[src/logic/fdc_status_defines.svh]
// Bit positions, codes and limits of the result-phase status bytes.
// Assumes inclusion by bare name from design files; definitions only.
`ifndef FDC_STATUS_DEFINES_SVH
`define FDC_STATUS_DEFINES_SVH

// First status byte
`define ST0_CLASS_HI 7
`define ST0_CLASS_LO 6
`define ST0_SEEK_BIT 5
`define ST0_EQUIP_BIT 4
`define ST0_HEAD_BIT 2
// Second status byte
`define ST1_EOT_BIT 7
`define ST1_CRC_BIT 5
`define ST1_OVR_BIT 4
`define ST1_NOSECT_BIT 2
`define ST1_WPROT_BIT 1
`define ST1_AMARK_BIT 0
`define ST1_USED_MASK 8'hB7
// Third status byte
`define ST2_CTRL_BIT 6
`define ST2_CRC_BIT 5
`define ST2_TRKMIS_BIT 4
`define ST2_BADTRK_BIT 1
`define ST2_DMARK_BIT 0
`define ST2_USED_MASK 8'h73
// Completion class codes
`define CLASS_NORMAL 2'h0
`define CLASS_ABNORMAL 2'h1
`define CLASS_INVALID 2'h2
`define CLASS_POLLED 2'h3
// Limits
`define RECAL_STEP_LIMIT 7'h50
`define LAST_SECTOR_NUM 8'hFF
`define BAD_TRACK_ID 8'hFF
`define ID_INDEX_LIMIT 2'h2
`define RESULT_BYTES_MAX 2'h3

`endif

[src/logic/fdc_status_pkg.sv]
// Types shared by the status encoder and its result reader.
// Assumes nothing of its surroundings.
package fdc_status_pkg;

  // Command being executed, as told by the command decoder
  typedef enum logic [3:0] {
    CMD_OTHER, CMD_READ_DATA, CMD_READ_DELETED, CMD_WRITE_DATA,
    CMD_WRITE_DELETED, CMD_FORMAT, CMD_READ_ID, CMD_READ_TRACK,
    CMD_SEEK, CMD_REL_SEEK, CMD_RECAL, CMD_SENSE_INT
  } cmd_kind_t;

  // Result reader states
  typedef enum logic {RD_IDLE, RD_SHOW} rd_state_t;

  // Data read commands that search for a sector
  function automatic logic is_read_kind(input cmd_kind_t k);
    return (k == CMD_READ_DATA) || (k == CMD_READ_DELETED);
  endfunction

  // Commands that write to the medium
  function automatic logic is_write_kind(input cmd_kind_t k);
    return (k == CMD_WRITE_DATA) || (k == CMD_WRITE_DELETED) ||
           (k == CMD_FORMAT);
  endfunction

endpackage

[src/logic/fdc_status_if.sv]
// Carries the three assembled status bytes from encoder to reader.
// Assumes one source and one sink in the same clock domain.
`timescale 1ns/100ps
`default_nettype none

interface fdc_status_if;
  logic [7:0] st0;
  logic [7:0] st1;
  logic [7:0] st2;
  modport source (output st0, output st1, output st2);
  modport sink (input st0, input st1, input st2);
endinterface

`default_nettype wire

[src/logic/fdc_flag_bank.sv]
// Bank of sticky flags with per-bit clear; a set beats a clear.
// Assumes set and clear are synchronous one-cycle pulses.
`timescale 1ns/100ps
`default_nettype none

module fdc_flag_bank #(
  parameter int WIDTH = 18
) (
  input wire logic core_clk_i,
  input wire logic srst_i,
  input wire logic clk_en_i,
  input wire logic [WIDTH-1:0] set_i,
  input wire logic [WIDTH-1:0] clr_i,
  output logic [WIDTH-1:0] flags_o
);

  logic [WIDTH-1:0] flags_q;
  logic [WIDTH-1:0] flags_d;

  // Set wins over clear in the same cycle
  assign flags_d = (flags_q & ~clr_i) | set_i;
  assign flags_o = flags_q;

  // Flags hold while the clock enable is low
  always_ff @(posedge core_clk_i) begin
    if (srst_i) begin
      flags_q <= '0;
    end else if (clk_en_i) begin
      flags_q <= flags_d;
    end
  end

endmodule

`default_nettype wire

[src/logic/fdc_result_reader.sv]
// Presents the status bytes one by one through the data register.
// Assumes the host reads with a one-cycle strobe while valid is high.
`timescale 1ns/100ps
`default_nettype none

module fdc_result_reader
  import fdc_status_pkg::*;
(
  input wire logic core_clk_i,
  input wire logic srst_i,
  input wire logic clk_en_i,
  input wire logic start_i,
  input wire logic [1:0] count_i,
  input wire logic rd_i,
  fdc_status_if.sink st,
  output logic [7:0] data_o,
  output logic valid_o,
  output logic last_o,
  output logic done_o
);

  rd_state_t state_q;
  logic [1:0] idx_q;
  logic [1:0] count_q;
  logic [7:0] data_q;
  wire take = valid_o & rd_i & clk_en_i;
  wire [1:0] idx_nx = idx_q + 2'h1;
  wire [7:0] next_byte = (idx_nx == 2'h1) ? st.st1 : st.st2;
  wire [1:0] count_lim = (count_i == 2'h0) ? 2'h1 : count_i;

  // Handshake outputs
  assign valid_o = (state_q == RD_SHOW);
  assign last_o = valid_o && (idx_nx == count_q);
  assign done_o = take & last_o;
  assign data_o = data_q;

  // Byte sequencing in order first, second, third
  always_ff @(posedge core_clk_i) begin
    if (srst_i) begin
      state_q <= RD_IDLE;
      idx_q <= 2'h0;
      count_q <= 2'h0;
      data_q <= 8'h00;
    end else if (clk_en_i) begin
      case (state_q)
        RD_IDLE: begin
          if (start_i) begin
            state_q <= RD_SHOW;
            idx_q <= 2'h0;
            count_q <= count_lim;
            data_q <= st.st0;
          end
        end
        RD_SHOW: begin
          if (take && last_o) begin
            state_q <= RD_IDLE;
          end else if (take) begin
            idx_q <= idx_nx;
            data_q <= next_byte;
          end
        end
        default: state_q <= RD_IDLE;
      endcase
    end
  end

  a_first_byte_shown: assert property (@(posedge core_clk_i)
    disable iff (srst_i)
    (clk_en_i && start_i && state_q == RD_IDLE) |=>
      (valid_o && data_o == $past(st.st0)))
    else $error("first status byte not presented");

endmodule

`default_nettype wire

[src/logic/fdc_result_status_encoder.sv]
// Result-phase status byte encoder of the floppy controller core.
// Assumes the execution engine reports events as one-cycle pulses
// and the host reads bytes with a strobe; all inputs synchronous.
//
// What this block does
// - Status bytes are presented one after another through the data port.
// - Class bits 7:6 read 00 on success, 01 on failed execution.
// - Class reads 10 for invalid command, 11 for polling abort.
// - First byte bit 5 marks a finished seek, relative seek or recalibrate.
// - Bit 4 set when track zero is absent after 80 recalibrate steps.
// - Bit 4 also set when relative seek steps outward past track zero.
// - Bit 2 shows current head, bits 1:0 the selected drive.
// - Unused bit positions of all three bytes always read zero.
// - Second byte bit 7 set on access past last sector 255.
// - Missing terminal count at end of read or write data sets bit 7.
// - Second byte bit 5 set on CRC error in ID or data field.
// - Second byte bit 4 set on overrun or underrun.
// - Bit 2 set on missing sector, bad ID read or wrong sequence.
// - Bit 1 set when write protect rises during a write operation.
// - Bit 0 set when no ID mark seen after two index pulses.
// - Missing data mark sets bit 0 of second and third bytes.
// - Third byte bit 6 set on opposite kind of data mark.
// - Third byte bit 5 set on CRC error in the data field.
// - Third byte bit 4 set when ID track differs from internal track.
// - Third byte bit 1 set when differing ID track equals FF.
`timescale 1ns/100ps
`default_nettype none
`include "fdc_status_defines.svh"

module fdc_result_status_encoder
  import fdc_status_pkg::*;
#(
  parameter int STEP_CNT_W = 7
) (
  input wire logic core_clk_i,
  input wire logic srst_i,
  input wire logic clk_en_i,
  input wire logic cmd_start_i,
  input wire cmd_kind_t cmd_kind_i,
  input wire logic exec_end_i,
  input wire logic invalid_cmd_i,
  input wire logic poll_abort_i,
  input wire logic seek_done_i,
  input wire logic step_pulse_i,
  input wire logic step_outward_i,
  input wire logic track_zero_input_i,
  input wire logic head_i,
  input wire logic [1:0] drive_number_i,
  input wire logic [7:0] cur_track_i,
  input wire logic sector_advance_i,
  input wire logic [7:0] sector_num_i,
  input wire logic terminal_count_i,
  input wire logic crc_id_err_i,
  input wire logic crc_data_err_i,
  input wire logic overrun_i,
  input wire logic sector_missing_i,
  input wire logic id_field_err_i,
  input wire logic sequence_err_i,
  input wire logic write_prot_i,
  input wire logic id_search_i,
  input wire logic index_pulse_input_i,
  input wire logic id_mark_found_i,
  input wire logic data_mark_absent_i,
  input wire logic data_mark_found_i,
  input wire logic data_mark_deleted_i,
  input wire logic id_read_i,
  input wire logic [7:0] id_track_i,
  input wire logic result_start_i,
  input wire logic [1:0] result_count_i,
  input wire logic result_rd_i,
  output logic [7:0] result_byte_o,
  output logic result_valid_o,
  output logic result_last_o,
  output logic result_done_o,
  output logic busy_o
);

  fdc_status_if st_if ();

  cmd_kind_t kind_q;
  logic executing_q;
  logic tc_seen_q;
  logic wp_last_q;
  logic [1:0] class_q;
  logic [1:0] class_d;
  logic [STEP_CNT_W-1:0] recal_steps_q;
  logic [1:0] index_cnt_q;
  logic [17:0] flags;
  logic [17:0] flag_set;
  logic [17:0] flag_clr;
  logic [7:0] st1_set;
  logic [7:0] st2_set;

  // Command qualifiers
  wire start_en = clk_en_i & cmd_start_i;
  wire keeps_st0 = (cmd_kind_i == CMD_SENSE_INT);
  wire in_read = executing_q & is_read_kind(kind_q);
  wire in_write = executing_q & is_write_kind(kind_q);
  wire in_rw = executing_q &
               ((kind_q == CMD_READ_DATA) || (kind_q == CMD_WRITE_DATA));
  wire in_recal = executing_q & (kind_q == CMD_RECAL);
  wire in_rel_seek = executing_q & (kind_q == CMD_REL_SEEK);

  // Equipment check conditions
  wire recal_fail = in_recal & exec_end_i & ~track_zero_input_i &
    (recal_steps_q >= STEP_CNT_W'(`RECAL_STEP_LIMIT));
  wire rel_outward = in_rel_seek & step_pulse_i & step_outward_i &
                     track_zero_input_i;
  wire equip_set = recal_fail | rel_outward;

  // Second byte conditions
  wire past_last = executing_q & sector_advance_i &
                   (sector_num_i == `LAST_SECTOR_NUM);
  wire no_tc = in_rw & exec_end_i & ~tc_seen_q & ~terminal_count_i;
  wire crc_any = executing_q & (crc_id_err_i | crc_data_err_i);
  wire no_sector = (in_read & sector_missing_i) |
    (executing_q & (kind_q == CMD_READ_ID) & id_field_err_i) |
    (executing_q & (kind_q == CMD_READ_TRACK) & sequence_err_i);
  wire wp_rise = in_write & write_prot_i & ~wp_last_q;
  wire index_twice = executing_q & id_search_i & index_pulse_input_i &
    ~id_mark_found_i & (index_cnt_q == `ID_INDEX_LIMIT - 2'h1);
  wire dmark_gone = executing_q & data_mark_absent_i;

  // Third byte conditions
  wire ctrl_mark = executing_q & data_mark_found_i &
    (((kind_q == CMD_READ_DATA) & data_mark_deleted_i) |
     ((kind_q == CMD_READ_DELETED) & ~data_mark_deleted_i));
  wire trk_differs = executing_q & id_read_i &
                     (id_track_i != cur_track_i);
  wire trk_bad = trk_differs & (id_track_i == `BAD_TRACK_ID);

  // Set vectors for the second and third bytes
  always_comb begin
    st1_set = 8'h00;
    st1_set[`ST1_EOT_BIT] = past_last | no_tc;
    st1_set[`ST1_CRC_BIT] = crc_any;
    st1_set[`ST1_OVR_BIT] = executing_q & overrun_i;
    st1_set[`ST1_NOSECT_BIT] = no_sector;
    st1_set[`ST1_WPROT_BIT] = wp_rise;
    st1_set[`ST1_AMARK_BIT] = index_twice | dmark_gone;
    st2_set = 8'h00;
    st2_set[`ST2_CTRL_BIT] = ctrl_mark;
    st2_set[`ST2_CRC_BIT] = executing_q & crc_data_err_i;
    st2_set[`ST2_TRKMIS_BIT] = trk_differs;
    st2_set[`ST2_BADTRK_BIT] = trk_bad;
    st2_set[`ST2_DMARK_BIT] = dmark_gone;
  end

  // Seek and equipment bits survive a sense-interrupt command start
  assign flag_set = {equip_set, executing_q & seek_done_i, st2_set, st1_set};
  assign flag_clr = {{2{start_en & ~keeps_st0}}, {16{start_en}}};

  fdc_flag_bank #(
    .WIDTH(18)
  ) u_flags (
    .core_clk_i(core_clk_i),
    .srst_i(srst_i),
    .clk_en_i(clk_en_i),
    .set_i(flag_set),
    .clr_i(flag_clr),
    .flags_o(flags)
  );

  // Completion class: explicit codes first, then any fault
  wire any_fault = (|flags[15:0]) | flags[17];
  wire [1:0] completion_class = (class_q != `CLASS_NORMAL) ? class_q :
    (any_fault ? `CLASS_ABNORMAL : `CLASS_NORMAL);
  assign class_d = invalid_cmd_i ? `CLASS_INVALID :
                   poll_abort_i ? `CLASS_POLLED :
                   (cmd_start_i & ~keeps_st0) ? `CLASS_NORMAL : class_q;

  // Assembled bytes with unused positions forced to zero
  always_comb begin
    st_if.st0 = 8'h00;
    st_if.st0[`ST0_CLASS_HI:`ST0_CLASS_LO] = completion_class;
    st_if.st0[`ST0_SEEK_BIT] = flags[16];
    st_if.st0[`ST0_EQUIP_BIT] = flags[17];
    st_if.st0[`ST0_HEAD_BIT] = head_i;
    st_if.st0[1:0] = drive_number_i;
    st_if.st1 = flags[7:0] & `ST1_USED_MASK;
    st_if.st2 = flags[15:8] & `ST2_USED_MASK;
  end

  // Command context and execution tracking
  always_ff @(posedge core_clk_i) begin
    if (srst_i) begin
      kind_q <= CMD_OTHER;
      executing_q <= 1'b0;
      class_q <= `CLASS_NORMAL;
    end else if (clk_en_i) begin
      class_q <= class_d;
      if (cmd_start_i) begin
        kind_q <= cmd_kind_i;
        executing_q <= 1'b1;
      end else if (exec_end_i | invalid_cmd_i | poll_abort_i) begin
        executing_q <= 1'b0;
      end
    end
  end

  // Terminal count seen and write-protect edge history
  always_ff @(posedge core_clk_i) begin
    if (srst_i) begin
      tc_seen_q <= 1'b0;
      wp_last_q <= 1'b0;
    end else if (clk_en_i) begin
      // A count arriving with the start still counts for the new command
      tc_seen_q <= (tc_seen_q & ~cmd_start_i) | terminal_count_i;
      wp_last_q <= write_prot_i;
    end
  end

  // Recalibrate step counter, saturating at the limit
  always_ff @(posedge core_clk_i) begin
    if (srst_i) begin
      recal_steps_q <= '0;
    end else if (clk_en_i) begin
      if (cmd_start_i) begin
        recal_steps_q <= '0;
      end else if (in_recal && step_pulse_i &&
                   recal_steps_q < STEP_CNT_W'(`RECAL_STEP_LIMIT)) begin
        recal_steps_q <= recal_steps_q + STEP_CNT_W'(1);
      end
    end
  end

  // Index pulses seen while hunting an ID mark
  always_ff @(posedge core_clk_i) begin
    if (srst_i) begin
      index_cnt_q <= 2'h0;
    end else if (clk_en_i) begin
      if (cmd_start_i || !id_search_i || id_mark_found_i) begin
        index_cnt_q <= 2'h0;
      end else if (index_pulse_input_i &&
                   index_cnt_q < `ID_INDEX_LIMIT) begin
        index_cnt_q <= index_cnt_q + 2'h1;
      end
    end
  end

  fdc_result_reader u_reader (
    .core_clk_i(core_clk_i),
    .srst_i(srst_i),
    .clk_en_i(clk_en_i),
    .start_i(result_start_i),
    .count_i(result_count_i),
    .rd_i(result_rd_i),
    .st(st_if.sink),
    .data_o(result_byte_o),
    .valid_o(result_valid_o),
    .last_o(result_last_o),
    .done_o(result_done_o)
  );

  assign busy_o = executing_q;

  a_class_invalid: assert property (@(posedge core_clk_i)
    disable iff (srst_i)
    (clk_en_i && invalid_cmd_i) |=> (st_if.st0[7:6] == 2'h2))
    else $error("invalid command class not 10");

  a_class_abnormal: assert property (@(posedge core_clk_i)
    disable iff (srst_i)
    (class_q == 2'h0 && flags[7:0] != 8'h00) |->
      (st_if.st0[7:6] == 2'h1))
    else $error("fault without abnormal class");

  a_seek_reported: assert property (@(posedge core_clk_i)
    disable iff (srst_i)
    (clk_en_i && executing_q && seek_done_i) |=> st_if.st0[5])
    else $error("seek end not reported");

  a_recal_fault: assert property (@(posedge core_clk_i)
    disable iff (srst_i)
    (clk_en_i && in_recal && exec_end_i && !track_zero_input_i &&
     recal_steps_q == STEP_CNT_W'(`RECAL_STEP_LIMIT)) |=> st_if.st0[4])
    else $error("recalibrate fault missed after 80 steps");

  a_unused_zero: assert property (@(posedge core_clk_i)
    disable iff (srst_i)
    (st_if.st0[3] == 1'b0) && ((st_if.st1 & 8'h48) == 8'h00) &&
    ((st_if.st2 & 8'h8C) == 8'h00))
    else $error("unused status bit nonzero");

  a_eot_no_tc: assert property (@(posedge core_clk_i)
    disable iff (srst_i)
    (clk_en_i && in_rw && exec_end_i && !tc_seen_q && !terminal_count_i)
      |=> st_if.st1[7])
    else $error("end of track not set without terminal count");

  a_crc_data: assert property (@(posedge core_clk_i)
    disable iff (srst_i)
    (clk_en_i && executing_q && crc_data_err_i) |=>
      (st_if.st1[5] && st_if.st2[5]))
    else $error("data field crc not flagged in both bytes");

  a_index_twice: assert property (@(posedge core_clk_i)
    disable iff (srst_i)
    (clk_en_i && executing_q && id_search_i && !id_mark_found_i &&
     index_pulse_input_i && index_cnt_q == 2'h1) |=> st_if.st1[0])
    else $error("missing id mark not flagged");

  a_bad_track: assert property (@(posedge core_clk_i)
    disable iff (srst_i)
    (clk_en_i && executing_q && id_read_i && id_track_i == 8'hFF &&
     cur_track_i != 8'hFF) |=> (st_if.st2[4] && st_if.st2[1]))
    else $error("bad track not flagged");

  a_start_clears: assert property (@(posedge core_clk_i)
    disable iff (srst_i)
    (clk_en_i && cmd_start_i && !executing_q) |=>
      (st_if.st1 == 8'h00 && st_if.st2 == 8'h00))
    else $error("flags not cleared at command start");

endmodule

`default_nettype wire

[config.mk]
export PLATFORM = sky130hd
export DESIGN_NAME = fdc_result_status_encoder
export DESIGN_NICKNAME = d
export VERILOG_FILES = /design/src/logic/fdc_status_pkg.sv /design/src/logic/fdc_status_if.sv /design/src/logic/fdc_flag_bank.sv /design/src/logic/fdc_result_reader.sv /design/src/logic/fdc_result_status_encoder.sv
export VERILOG_INCLUDE_DIRS = /design/src /design/src/logic
export SDC_FILE = /design/constraint.sdc
export NUM_CORES = 1
export LEC_CHECK = 0
export BUFFER_PORTS_ARGS = -buffer_cell sky130_fd_sc_hd__buf_2
export CORE_ASPECT_RATIO = 0.75
export CORE_MARGIN = 2
export CORE_UTILIZATION = 55
export CTS_CLUSTER_DIAMETER = 40
export DETAILED_ROUTE_END_ITERATION = 12
export MAX_ROUTING_LAYER = met4
export PLACE_DENSITY_LB_ADDON = 0.15
export REMOVE_ABC_BUFFERS = 1
export SETUP_SLACK_MARGIN = 0.1
export SYNTH_ARGS = -nofsm -noshare
export SYNTH_HDL_FRONTEND = slang
export SYNTH_SLANG_ARGS = --single-unit
[constraint.sdc]
create_clock -name core_clk_i -period 2.9 [get_ports core_clk_i]
set_clock_uncertainty 0.2 [all_clocks]
set_input_delay 0.145 -clock core_clk_i [delete_from_list [all_inputs] [get_ports core_clk_i]]
set_output_delay 0.145 -clock core_clk_i [all_outputs]
set_load 0.01 [all_outputs]
==> results_dict.tcl <==
set metrics [dict create \
    status "finished, final reports clean" \
    endpoint_kind "flop" \
    die_x_um 79.7 \
    cts_hold_buf 23 \
    hpwl_mm 4.10 \
    power_mw 1.27 \
    setup_viol 0 \
    ys_seq_elements 48 \
    wl_met2_mm 2.57 \
    tightest_slew_ns 0.740 \
    synth_top_area_share 0.406 \
    avgRoutedWirePerCell_um 13.9 \
    postSynth.asyncResetShare 0 \
    ios 74 \
    drt_iter0_drc 184 \
    synthTopCellsByCount "48 x dfxtp_1, 30 x nand2_1, 24 x nor2_1, 22 x a21oi_1, 15 x o21ai_0" \
    holdPathStages 5 \
    irDropWorstVdd_mv 0.240 \
    crit_type "reg -> reg" \
    grt_pass1_vias 2091 \
    vias 2325 \
    path_buf_inv 1 \
    max-cap-violations 0 \
    max_stage_delay_ns 0.58 \
    p_leak_nw 1.30 \
    drt-met1-wl_mm 2.82 \
    synthFlopType "dfxtp_1" \
    synth_cell_type_count 49 \
    firstDrtPassIters 4 \
    rsz0062_at_grt "no" \
    r2r_cells 5 \
    grt_pass1_wl_mm 9.53 \
    gp_congestion 0.861 \
    area_delta_synth_final_pct 28.7 \
    antenna_left 0 \
    cts_tree "yes" \
    cts_root_buffer "clkbuf_8" \
    syn_avg_cell_area_um2 8.54 \
    start_kind "flop" \
    grt_max_degree 34 \
    fmax_mhz 437 \
    cts_setup_buffers 0 \
    holdWs_ns 0.0202 \
    required_ns 2.94 \
    relSlewSlack 0.505 \
    wl_met3_um 402 \
    clock-sinks 48 \
    reg2reg_to "u_flags.flags_o[9]" \
    synth_top_area_cell "dfxtp_1" \
    drc_errors 0 \
    crit_fanout 8 \
    netlist_area_um2 2370 \
    clock_path_buffers 2 \
    layout_min_cycle_time_ns 2.29 \
    insertion_delay_ns 0.30 \
    dp_cells 391 \
    crit_slowest_cell "dlygate4sd3_1" \
    wl_mm 5.84 \
    cts_htree_levels 2 \
    rrSetupSlack_ns 0.61 \
    final_nets 432 \
    maxSlewViolCount 0 \
    drive_above_1_share 0.230 \
    core_area_um2 4080 \
    holdCritStartpoint "result_count_i[0]" \
    arrival_ns 2.33 \
    synthMostInstantiatedCell "dfxtp_1" \
    cts_resized 0 \
    antenna_found_initial 0 \
    finalCritPeriodShare 0.790 \
    finalHoldViolCount 0 \
    vias_per_cell 5.52 \
    num_rows 20 \
    diodes 0 \
    syn_inst 277 \
    seq_area_frac_synth 0.406 \
    worstPathCellList "nand2_1 -> nor2_1 -> o211ai_1 -> o31ai_1 -> dlygate4sd3_1" \
    clkTransAtPathRegs_ns 0.09 \
    initial_core_util 0.580 \
    top_layer "met4" \
    p_per_area_nw_per_um2 418 \
    timing.rr.start "busy_o" \
    die_area_um2 4850 \
    synthTopCellsByArea "dfxtp_1 41%, mux2i_1 5.9%, nand2_1 4.8%, a21oi_1 4.7%, nor2_1 3.8%" \
    numPortBuffers 72 \
    path_delay_family "buffers and inverters" \
    tns_ns 0 \
    fp.dieH_um 60.8 \
    crit_cells 5 \
    final-instance-count-excl-fill 421 \
    min_to "u_reader.count_q[0]" \
    grt.overflow.total 0 \
    grt_usage 0.263 \
    cts_made_buffers 5 \
    hp-class "in -> reg" \
    synth_edf_count 0 \
    yosysWarnings 0 \
]
per-layer routing:
metal,track usage,vias up
met2,0.417,94
li1,-,1175
met5,-,-
met3,0.0461,6
met1,0.355,1050
met4,0.0654,0
registers in the layout, summed over array words and instances, names as in the netlist:
name,flops
u_flags.flags_o,18
recal_steps_q,7
kind_q,4
u_reader.count_q,2
index_cnt_q,2
busy_o,1
u_reader.data_o,7
wp_last_q,1
class_q,2
u_reader.valid_o,1
u_reader.idx_q,2
tc_seen_q,1
how the worst max path moves through the flow:
stage                     slack, ns               from            endpoint
final                          0.61             busy_o  u_flags.flags_o[9]
after global routing           0.36             busy_o  u_flags.flags_o[9]
after detailed placement       0.89   u_reader.valid_o  u_reader.data_o[5]
after CTS                      0.66             busy_o  u_flags.flags_o[9]
after floorplan                0.41  u_reader.idx_q[0]  u_reader.data_o[0]
after global placement         0.97  u_reader.idx_q[0]  u_reader.data_o[1]
tightest hold or removal path: cells and delay by family:
family	cells	cell delay, ns
AOI/OAI and AO/OA	2	0.17
and+or+nand+nor	1	0.07
buffers and inverters	2	0.10
cell usage in the layout (no fill, tap or decap), drive strengths merged, types with 2 or more instances in the layout:
| cell | Yosys | layout |
|---|---|---|
| a211oi | 2 | 2 |
| a21oi | 22 | 22 |
| a22o | 4 | 4 |
| a22oi | 2 | 2 |
| a311oi | 3 | 3 |
| a32oi | 2 | 2 |
| and2 | 2 | 2 |
| and3 | 6 | 6 |
| buf | 6 | 73 |
| clkbuf | 8 | 6 |
| dfxtp | 48 | 48 |
| dlygate4sd3 | 0 | 23 |
| ha | 4 | 4 |
| inv | 9 | 9 |
| mux2i | 14 | 14 |
| nand2 | 30 | 30 |
| nand2b | 5 | 5 |
| nand3 | 6 | 6 |
| nand3b | 4 | 4 |
| nand4 | 10 | 10 |
| nand4b | 3 | 3 |
| nor2 | 24 | 24 |
| nor2b | 4 | 4 |
| nor3 | 2 | 2 |
| nor4 | 5 | 5 |
| nor4b | 2 | 2 |
| o21ai | 15 | 15 |
| o31ai | 4 | 4 |
| o32ai | 2 | 2 |
| or3 | 4 | 4 |
| xnor2 | 9 | 9 |
kinds of logic (layout without fill, tap and decap cells):
| family | after synthesis | count (layout) | synth area share |
|---|---|---|---|
| xor+xnor | 10 | 10 | 0.0370 |
| fa+ha+maj | 4 | 4 | 0.0212 |
| buf+inv | 23 | 112 | 0.0418 |
| other cells | 1 | 1 | 0.00158 |
| compound gates | 62 | 62 | 0.173 |
| mux | 15 | 15 | 0.0640 |
| simple gates | 114 | 114 | 0.255 |
| flops | 48 | 48 | 0.406 |
power by group:
group	switching [mW]	internal, mW
combinational	0.0947	0.101
clock	0.212	0.164
sequential	0.0219	0.678
total	0.329	0.943
stage by stage:
step           setup WS, ns  area, um2  utilization
5_1_grt               0.359       3050        0.747
3_5_place_dp          0.889       2740        0.671
3_3_place_gp          0.971       2740        0.671
4_1_cts               0.660       3050        0.747
6_report              0.610       3050        0.747
2_1_floorplan         0.408       2300            -
area by class of cell:
| type | instances | area, um2 |
|---|---|---|
| Clock buffer | 6 | 72.6 |
| Clock inverter | 1 | 5.00 |
| Fill cell | 302 | 1030 |
| Inverter | 9 | 33.8 |
| Multi-Input combinational cell | 206 | 1310 |
| Sequential cell | 48 | 961 |
| Tap cell | 55 | 68.8 |
| Timing Repair Buffer | 96 | 598 |
Note: power is estimated with default switching activity, not from simulation.
